`src/rtl/pwmtor_consts.svh`:
```
// Purpose: Register offsets, field positions and reset values of the PWM timer
// Assumes: Word-aligned 32-bit register port, 8-bit byte address
// Notes:   Definitions only
`ifndef PWMTOR_CONSTS_SVH
`define PWMTOR_CONSTS_SVH

// ----------------------------------------------------------------
// Register offsets
// ----------------------------------------------------------------
`define PWMTOR_OFF_STATUS_CTRL 8'h00
`define PWMTOR_OFF_COUNT       8'h04
`define PWMTOR_OFF_WRAP_LIMIT  8'h08
`define PWMTOR_OFF_START_VALUE 8'h0C
`define PWMTOR_OFF_SETUP       8'h10
`define PWMTOR_OFF_RELOAD_GATE 8'h14
`define PWMTOR_OFF_IRQ_STATUS  8'h18
`define PWMTOR_OFF_IRQ_MASK    8'h1C
`define PWMTOR_MATCH_BASE_HI   3'h1

// ----------------------------------------------------------------
// Field positions
// ----------------------------------------------------------------
`define PWMTOR_SC_FLAG_BIT     7
`define PWMTOR_SC_IEN_BIT      6
`define PWMTOR_SC_RUN_BIT      3
`define PWMTOR_PERMIT_BIT      9
`define PWMTOR_IRQ_OVF_BIT     0
`define PWMTOR_IRQ_LOAD_BIT    1

// ----------------------------------------------------------------
// Reset values
// ----------------------------------------------------------------
`define PWMTOR_RST_WRAP        16'hFFFF
`define PWMTOR_RST_START       16'h0000
`define PWMTOR_RST_MATCH       16'h0000
`define PWMTOR_LAST_CHANNEL    3'h7

`endif

```
`src/rtl/pwmtor_pkg.sv`:
```
// Purpose: Types shared by the PWM timer files
// Assumes: Constants live in pwmtor_consts.svh
// Notes:   Nothing here is imported; users write pwmtor_pkg::name
package pwmtor_pkg;

    // ----------------------------------------------------------------
    // Register port request
    // ----------------------------------------------------------------
    typedef struct packed {
        logic [7:0]  addr;
        logic [31:0] wdata;
        logic [3:0]  be;
        logic        wr;
        logic        rd;
    } pwmtor_req_t;

    // Channel copy engine states
    typedef enum logic [1:0] {
        PWMTOR_LD_IDLE  = 2'b00,
        PWMTOR_LD_COPY  = 2'b01,
        PWMTOR_LD_DRAIN = 2'b10
    } pwmtor_ld_t;

    // ----------------------------------------------------------------
    // State of the timer, all but the buffered match words held in pwmtor_match_mem
    // ----------------------------------------------------------------
    typedef struct packed {
        logic [15:0]       count;
        logic [15:0]       wrap_act;
        logic [15:0]       start_act;
        logic [15:0]       wrap_buf;
        logic [15:0]       start_buf;
        logic [7:0][15:0]  match_act;
        logic              flag;
        logic              ien;
        logic              run;
        logic              permit;
        logic              clr_armed;
        logic [4:0]        skip_cnt;
        logic [4:0]        skip_field;
        logic [1:0]        sts;
        logic [1:0]        msk;
        pwmtor_ld_t        ld_state;
        logic [2:0]        ld_idx;
        logic              ld_valid;
        logic [2:0]        ld_widx;
        logic [31:0]       rdata;
        logic              irq;
        logic [7:0]        pwm;
    } pwmtor_state_t;

    // Byte-lane merge of a 16-bit field
    function automatic logic [15:0] merge16(input logic [15:0] old,
                                            input logic [15:0] wd,
                                            input logic [1:0]  be);
        merge16 = {be[1] ? wd[15:8] : old[15:8], be[0] ? wd[7:0] : old[7:0]};
    endfunction

endpackage

```
`src/rtl/pwmtor_match_mem.sv`:
```
// Purpose: Buffered channel match values, eight 16-bit words
// Assumes: One write port with byte lanes, one read port
// Notes:   Read data come out of a register one cycle after rd_en
`include "pwmtor_consts.svh"
module pwmtor_match_mem (
    input  wire logic        sys_clk,
    input  wire logic        srst,
    input  wire logic        wr_en,
    input  wire logic [2:0]  wr_addr,
    input  wire logic [15:0] wr_data,
    input  wire logic [1:0]  wr_be,
    input  wire logic        rd_en,
    input  wire logic [2:0]  rd_addr,
    output logic      [15:0] rd_data
);
    logic [7:0][15:0] mem_reg;

    // ----------------------------------------------------------------
    // Storage and registered read
    // ----------------------------------------------------------------
    always_ff @(posedge sys_clk) begin
        if (srst) begin
            mem_reg <= '0;
            rd_data <= `PWMTOR_RST_MATCH;
        end else begin
            if (wr_en) begin
                mem_reg[wr_addr] <= pwmtor_pkg::merge16(mem_reg[wr_addr], wr_data, wr_be);
            end
            if (rd_en) begin
                rd_data <= mem_reg[rd_addr];
            end
        end
    end
endmodule

```
`src/rtl/pwmtor_top.sv`:
```
// Purpose: PWM timer overflow flag, skip counting and gated buffered reloads
// Assumes: Single clock sys_clk at 25 MHz, synchronous active-high srst
// Notes:   Register port answers reads one cycle later, never stalls
`include "pwmtor_consts.svh"

// ----------------------------------------------------------------
// Module
// ----------------------------------------------------------------
module pwmtor_top (
    input  wire logic                     sys_clk,
    input  wire logic                     srst,
    input  wire pwmtor_pkg::pwmtor_req_t  req,
    output logic      [31:0]              rd_data,
    output logic                          irq,
    output logic      [7:0]               pwm_out
);
    pwmtor_pkg::pwmtor_state_t s_reg;
    pwmtor_pkg::pwmtor_state_t s_next;
    logic [15:0]               mem_rdata;
    logic                      mem_wr;
    logic                      ovf;
    logic                      load_now;

    // Decoded bus accesses
    logic                      wr_sc;
    logic                      wr_gate;
    logic                      rd_sc;

    assign rd_data = s_reg.rdata;
    assign irq     = s_reg.irq;
    assign pwm_out = s_reg.pwm;

    // ----------------------------------------------------------------
    // Decode and events
    // ----------------------------------------------------------------
    // Overflow only while counting; loads wait for the boundary
    assign ovf      = s_reg.run && (s_reg.count == s_reg.wrap_act);
    assign load_now = ovf && s_reg.permit;
    assign wr_sc    = req.wr && (req.addr == `PWMTOR_OFF_STATUS_CTRL);
    assign wr_gate  = req.wr && (req.addr == `PWMTOR_OFF_RELOAD_GATE);
    assign rd_sc    = req.rd && (req.addr == `PWMTOR_OFF_STATUS_CTRL);
    assign mem_wr   = req.wr && (req.addr[7:5] == `PWMTOR_MATCH_BASE_HI);

    // Buffered channel matches; copied out only by the load engine
    pwmtor_match_mem u_match_mem (
        .sys_clk (sys_clk),
        .srst    (srst),
        .wr_en   (mem_wr),
        .wr_addr (req.addr[4:2]),
        .wr_data (req.wdata[15:0]),
        .wr_be   (req.be[1:0]),
        .rd_en   (s_reg.ld_state == pwmtor_pkg::PWMTOR_LD_COPY),
        .rd_addr (s_reg.ld_idx),
        .rd_data (mem_rdata)
    );

    // ----------------------------------------------------------------
    // Next-state logic
    // ----------------------------------------------------------------
    always_comb begin
        s_next          = s_reg;
        s_next.ld_valid = 1'b0;

        // Counter wraps to the start value, new one if a load is due
        if (s_reg.run) begin
            if (ovf) begin
                s_next.count = load_now ? s_reg.start_buf : s_reg.start_act;
            end else begin
                s_next.count = s_reg.count + 16'h0001;
            end
        end

        // Wrap and start take their buffers only with permit set
        if (load_now) begin
            s_next.wrap_act  = s_reg.wrap_buf;
            s_next.start_act = s_reg.start_buf;
        end

        // Software side of the flag: arm on read, clear on write of zero
        if (rd_sc && s_reg.flag) begin
            s_next.clr_armed = 1'b1;
        end
        if (wr_sc && req.be[0]) begin
            s_next.ien = req.wdata[`PWMTOR_SC_IEN_BIT];
            s_next.run = req.wdata[`PWMTOR_SC_RUN_BIT];
            if (s_reg.clr_armed && !req.wdata[`PWMTOR_SC_FLAG_BIT]) begin
                s_next.flag = 1'b0;
            end
            s_next.clr_armed = 1'b0;
        end

        // Skip counting; a set in the clearing cycle wins
        // At-or-past compare, so lowering the field acts at the next overflow
        if (ovf) begin
            if (s_reg.skip_cnt >= s_reg.skip_field) begin
                s_next.flag     = 1'b1;
                s_next.skip_cnt = 5'h00;
            end else begin
                s_next.skip_cnt = s_reg.skip_cnt + 5'h01;
            end
            s_next.sts[`PWMTOR_IRQ_OVF_BIT] = 1'b1;
        end

        // Permit: software write by byte lane, hardware clear after load
        if (load_now) begin
            s_next.permit = 1'b0;
            s_next.sts[`PWMTOR_IRQ_LOAD_BIT] = 1'b1;
        end
        // Lane 1 write sets or clears; lanes 0/2/3 leave the bit alone
        if (wr_gate && req.be[1]) begin
            s_next.permit = req.wdata[`PWMTOR_PERMIT_BIT] | (s_next.permit & ~load_now);
            if (!req.wdata[`PWMTOR_PERMIT_BIT]) begin
                s_next.permit = 1'b0;
            end
        end

        // Other writable registers
        if (req.wr) begin
            unique case (req.addr)
                `PWMTOR_OFF_WRAP_LIMIT: begin
                    s_next.wrap_buf = pwmtor_pkg::merge16(s_reg.wrap_buf, req.wdata[15:0],
                                                          req.be[1:0]);
                end
                `PWMTOR_OFF_START_VALUE: begin
                    s_next.start_buf = pwmtor_pkg::merge16(s_reg.start_buf, req.wdata[15:0],
                                                           req.be[1:0]);
                end
                `PWMTOR_OFF_SETUP: begin
                    if (req.be[0]) begin
                        s_next.skip_field = req.wdata[4:0];
                    end
                end
                `PWMTOR_OFF_IRQ_STATUS: begin
                    // Write one to clear; new events this cycle survive
                    if (req.be[0]) begin
                        s_next.sts = s_next.sts & ~(req.wdata[1:0] & ~{load_now, ovf});
                    end
                end
                `PWMTOR_OFF_IRQ_MASK: begin
                    if (req.be[0]) begin
                        s_next.msk = req.wdata[1:0];
                    end
                end
                default: begin
                end
            endcase
        end

        // Channel copy engine, one word per cycle behind the memory
        if (s_reg.ld_valid) begin
            s_next.match_act[s_reg.ld_widx] = mem_rdata;
        end
        unique case (s_reg.ld_state)
            pwmtor_pkg::PWMTOR_LD_IDLE: begin
                if (load_now) begin
                    s_next.ld_state = pwmtor_pkg::PWMTOR_LD_COPY;
                    s_next.ld_idx   = 3'h0;
                end
            end
            pwmtor_pkg::PWMTOR_LD_COPY: begin
                s_next.ld_valid = 1'b1;
                s_next.ld_widx  = s_reg.ld_idx;
                s_next.ld_idx   = s_reg.ld_idx + 3'h1;
                if (s_reg.ld_idx == `PWMTOR_LAST_CHANNEL) begin
                    s_next.ld_state = pwmtor_pkg::PWMTOR_LD_DRAIN;
                end
            end
            pwmtor_pkg::PWMTOR_LD_DRAIN: begin
                s_next.ld_state = pwmtor_pkg::PWMTOR_LD_IDLE;
            end
            default: begin
                s_next.ld_state = pwmtor_pkg::PWMTOR_LD_IDLE;
            end
        endcase

        // Read data, valid only the cycle after the strobe
        s_next.rdata = 32'h0000_0000;
        if (req.rd) begin
            if (req.addr[7:5] == `PWMTOR_MATCH_BASE_HI) begin
                s_next.rdata = {16'h0000, s_reg.match_act[req.addr[4:2]]};
            end else begin
                unique case (req.addr)
                    `PWMTOR_OFF_STATUS_CTRL: begin
                        s_next.rdata[`PWMTOR_SC_FLAG_BIT] = s_reg.flag;
                        s_next.rdata[`PWMTOR_SC_IEN_BIT]  = s_reg.ien;
                        s_next.rdata[`PWMTOR_SC_RUN_BIT]  = s_reg.run;
                    end
                    `PWMTOR_OFF_COUNT:       s_next.rdata[15:0] = s_reg.count;
                    `PWMTOR_OFF_WRAP_LIMIT:  s_next.rdata[15:0] = s_reg.wrap_buf;
                    `PWMTOR_OFF_START_VALUE: s_next.rdata[15:0] = s_reg.start_buf;
                    `PWMTOR_OFF_SETUP:       s_next.rdata[4:0]  = s_reg.skip_field;
                    `PWMTOR_OFF_RELOAD_GATE: s_next.rdata[`PWMTOR_PERMIT_BIT] = s_reg.permit;
                    `PWMTOR_OFF_IRQ_STATUS:  s_next.rdata[1:0]  = s_reg.sts;
                    `PWMTOR_OFF_IRQ_MASK:    s_next.rdata[1:0]  = s_reg.msk;
                    default: begin
                    end
                endcase
            end
        end

        // Interrupt tracks the flag and the masked sticky events
        s_next.irq = (s_next.flag && s_next.ien) || |(s_next.sts & s_next.msk);

        // Edge-aligned outputs: high while count is below the match
        for (int i = 0; i < 8; i++) begin
            s_next.pwm[i] = s_next.count < s_next.match_act[i];
        end
    end

    // ----------------------------------------------------------------
    // State register
    // ----------------------------------------------------------------
    always_ff @(posedge sys_clk) begin
        if (srst) begin
            s_reg           <= '0;
            s_reg.wrap_act  <= `PWMTOR_RST_WRAP;
            s_reg.wrap_buf  <= `PWMTOR_RST_WRAP;
            s_reg.start_act <= `PWMTOR_RST_START;
            s_reg.start_buf <= `PWMTOR_RST_START;
            s_reg.ld_state  <= pwmtor_pkg::PWMTOR_LD_IDLE;
        end else begin
            s_reg <= s_next;
        end
    end
endmodule

```
`config.mk`:
```
export PLATFORM = sky130hd
export DESIGN_NAME = pwmtor_top
export DESIGN_NICKNAME = d
export VERILOG_FILES = /design/src/rtl/pwmtor_pkg.sv /design/src/rtl/pwmtor_match_mem.sv /design/src/rtl/pwmtor_top.sv
export VERILOG_INCLUDE_DIRS = /design/src /design/src/rtl
export SDC_FILE = /design/constraint.sdc
export NUM_CORES = 1
export LEC_CHECK = 0
export BUFFER_PORTS_ARGS = -buffer_cell sky130_fd_sc_hd__buf_2
export CELL_PAD_IN_SITES_DETAIL_PLACEMENT = 1
export CELL_PAD_IN_SITES_GLOBAL_PLACEMENT = 1
export CORE_MARGIN = 5
export CORE_UTILIZATION = 26
export DETAILED_ROUTE_END_ITERATION = 8
export PLACE_DENSITY = 0.48
export SYNTH_ARGS = -nofsm -noshare
export SYNTH_HDL_FRONTEND = slang
export SYNTH_HIERARCHICAL = 1
export SYNTH_SLANG_ARGS = --single-unit
```
`constraint.sdc`:
```
create_clock -name sys_clk -period 5.5 [get_ports sys_clk]
set_input_delay 0.275 -clock sys_clk [delete_from_list [all_inputs] [get_ports sys_clk]]
set_output_delay 0.275 -clock sys_clk [all_outputs]
set_load 0.01 [all_outputs]
```
==> results.json <==
{
  "ctsHoldBuffers": 2,
  "worstSetupEndpointType": "register",
  "wire_per_inst_um": 24.1,
  "final_cell_count_no_fill": 3493,
  "place_area_sq_mm": 0.0239,
  "min_period_ns": 4.76,
  "synth.most_common_cell": "dfxtp_1",
  "clock_latency_ns": 0.59,
  "clk_pin_slew_worst_paths_ns": 0.06,
  "avgSynthCellArea_sq_um": 9.69,
  "critical_path.max_fanout": 12,
  "drv_cap": 0,
  "routed_wl_mm": 84.1,
  "synth_top_area_share_pct": 35.5,
  "power_density_mw_per_mm2": 260,
  "num_vias": 17800,
  "cts_tree": "done",
  "cts_buffers": 49,
  "io_buffers": 54,
  "fin_crit_sh_pct": 86.6,
  "cts.sinks": 405,
  "crit_top_cell": "a21o_1",
  "dp.cells": 3397,
  "antenna_found_initial": 6,
  "final.fill_count": 9914,
  "synth_seq_cells": 405,
  "cts_setup_buffers": 0,
  "synth_cells": 2357,
  "grt_max_degree": 136,
  "dr.pass1.iters": 5,
  "die_width_um": 306,
  "synth.top_cells.by_count": "dfxtp_1 (405), mux2i_1 (279), nor2_1 (224), nand2_1 (182), nor2b_1 (135)",
  "synth_ff_type": "dfxtp_1",
  "hold_class": "in -> reg",
  "slew_headroom_pct": 20.9,
  "syn_area_sq_mm": 0.0228,
  "rows": 108,
  "yosysWarnings": 6,
  "first_global_vias": 18900,
  "grt_usage_pct": 17.5,
  "area_growth_pct": 12.1,
  "synth_edf_count": 0,
  "initialDrtViolationCount": 974,
  "start_kind": "register",
  "floorplan.die_area_sq_mm": 0.0939,
  "dp_slack_ns": 0.677,
  "finish.utilization_pct": 29.4,
  "cts_resized": 0,
  "crit_family": "compound AO/OA/AOI/OAI gates",
  "slowest_delay_ns": 0.57,
  "synthArstFlopShare_pct": 0,
  "die_h_um": 306,
  "grt_pass1_wl_mm": 126,
  "fin_total_pwr_mw": 6.65,
  "finalSetupViolations": 0,
  "finalHoldViolCount": 0,
  "path_buf_inv": 0,
  "largest_register_ff_count": 236,
  "overflow": 0,
  "final_area_sq_mm": 0.0256,
  "vdd_drop_max_uv": 198,
  "start_util_pct": 26.3,
  "hpwl_mm": 58.1,
  "cp.required_ns": 6.00,
  "synthTopCellsByArea": "dfxtp_1 (35%), mux2i_1 (12%), mux4_2 (9.5%)",
  "worst_slack_ns": 0.736,
  "yosys.area.top_type": "dfxtp_1",
  "setup_tns_ns": 0,
  "report.final.slew_viol_count": 0,
  "status": "finished clean",
  "drive_above_1_share_pct": 14.9,
  "viasPerCell": 5.08,
  "fin_nets": 2465,
  "cts_max_level": 2,
  "worstSetupPathType": "reg -> reg",
  "leakagePower_nw": 10.6,
  "yosysUniqueCellTypes": 75,
  "cts.path.max_buffers": 3,
  "gp_routability_congestion": 0.796,
  "rsz0062_at_grt": "no",
  "max_freq_mhz": 210,
  "drc_errors": 0,
  "io_pins": 89,
  "ant_nets": 0,
  "fin_worst_skew_ns": 0.0168,
  "crit_slowest_cell": "or4_4",
  "hold_ws_ns": 0.0333,
  "worst_pin_slew_ns": 1.19,
  "path_cells": "xor2_2 -> or4_4 -> nor4_4 -> and2_1 -> nor3_1 -> a21o_1 -> a21oi_2 -> ha_1 -> a21o_1 -> a21o_1 -> a21o_1 -> a21o_1 -> a21o_1 -> a221o_1 -> a31oi_1",
  "core_sq_mm": 0.0870,
  "worstPathArrival_ns": 5.26,
  "yosysSeqAreaShare_pct": 35.5,
  "cts-root-buf": "clkbuf_16"
}
routing by layer:
metal	global-route usage [%]	vias up	routed length, um
li1	-	8294	-
met1	23.9	9020	39200
met2	29.2	338	39500
met3	2.55	98	3350
met4	4.51	0	2160
met5	0	-	0
area by class of cell:
class | count | area (sq um) | area share [%]
clock inverters | 17 | 214 | 0.835
clock buffers | 75 | 1500 | 5.84
flip-flops and latches | 405 | 8110 | 31.7
repair buffers | 104 | 684 | 2.67
inverters | 13 | 48.8 | 0.190
well taps | 1155 | 1450 | 5.64
multi-input cells | 1722 | 13600 | 53.1
diodes | 2 | 5.00 | 0.0195
logic make-up after synthesis:
| family | synth area share (%) |
|---|---|
| AO/OA/AOI/OAI | 10.4 |
| buffers and inverters | 5.27 |
| AND/OR/NAND/NOR | 16.6 |
| XOR/XNOR | 0.800 |
| multiplexers | 24.8 |
| other | 0.0164 |
| adder cells (fa/ha/maj) | 6.68 |
| flip-flops | 35.5 |
tightest hold or removal path: stages:
cell and delay, ns:
buf_2 0.16, nand2_1 0.08, a21oi_1 0.06
path summary, 6_finish.rpt:
check / cells past startpoint / endpoint / slack (ns) / startpoint
worst max register to register: 15 / pwm_out[2]$_SDFF_PP0_ / 0.74 / s_reg[273]$_SDFF_PP0_
worst min-delay path: 3 / s_reg[207]$_SDFFE_PP0P_ / 0.03 / req[16]
worst max-delay path: 15 / pwm_out[2]$_SDFF_PP0_ / 0.74 / s_reg[273]$_SDFF_PP0_
worst min register to register: 1 / s_reg[48]$_SDFFE_PP0P_ / 0.42 / s_reg[49]$_SDFFE_PP0P_
where the power goes:
group	leakage, nW	internal [mW]	switching [mW]	total, mW
Sequential	3.26	2.94	0.00182	2.94
Clock	0.853	2.10	1.35	3.46
Combinational	6.50	0.0700	0.184	0.254
Total	10.6	5.11	1.54	6.65
layout by cell type, fill, tap and decap left out, drive strengths merged, types with 5 or more instances in the layout:
cell type / netlist / final
conb: 1 / 16
clkinv: 0 / 11
or2: 5 / 5
inv: 13 / 14
a21o: 38 / 38
or3: 22 / 22
nand2b: 30 / 30
nor2b: 135 / 135
o221ai: 16 / 16
mux2i: 294 / 294
and2: 16 / 16
ha: 122 / 122
a22oi: 13 / 13
mux2: 27 / 27
xor2: 7 / 7
xnor2: 13 / 13
a21oi: 90 / 90
nand4b: 6 / 6
dfxtp: 405 / 405
nor3: 40 / 40
o21ai: 155 / 155
buf: 113 / 102
nand3: 27 / 27
clkbuf: 119 / 75
nand4: 31 / 31
and3: 5 / 5
nand2: 182 / 182
bufinv: 0 / 5
nor4: 5 / 5
a31oi: 6 / 6
o22a: 10 / 10
o22ai: 19 / 19
nor2: 224 / 224
mux4: 99 / 99
and3b: 16 / 16
No activity file was read; power rests on OpenSTA's default activity.
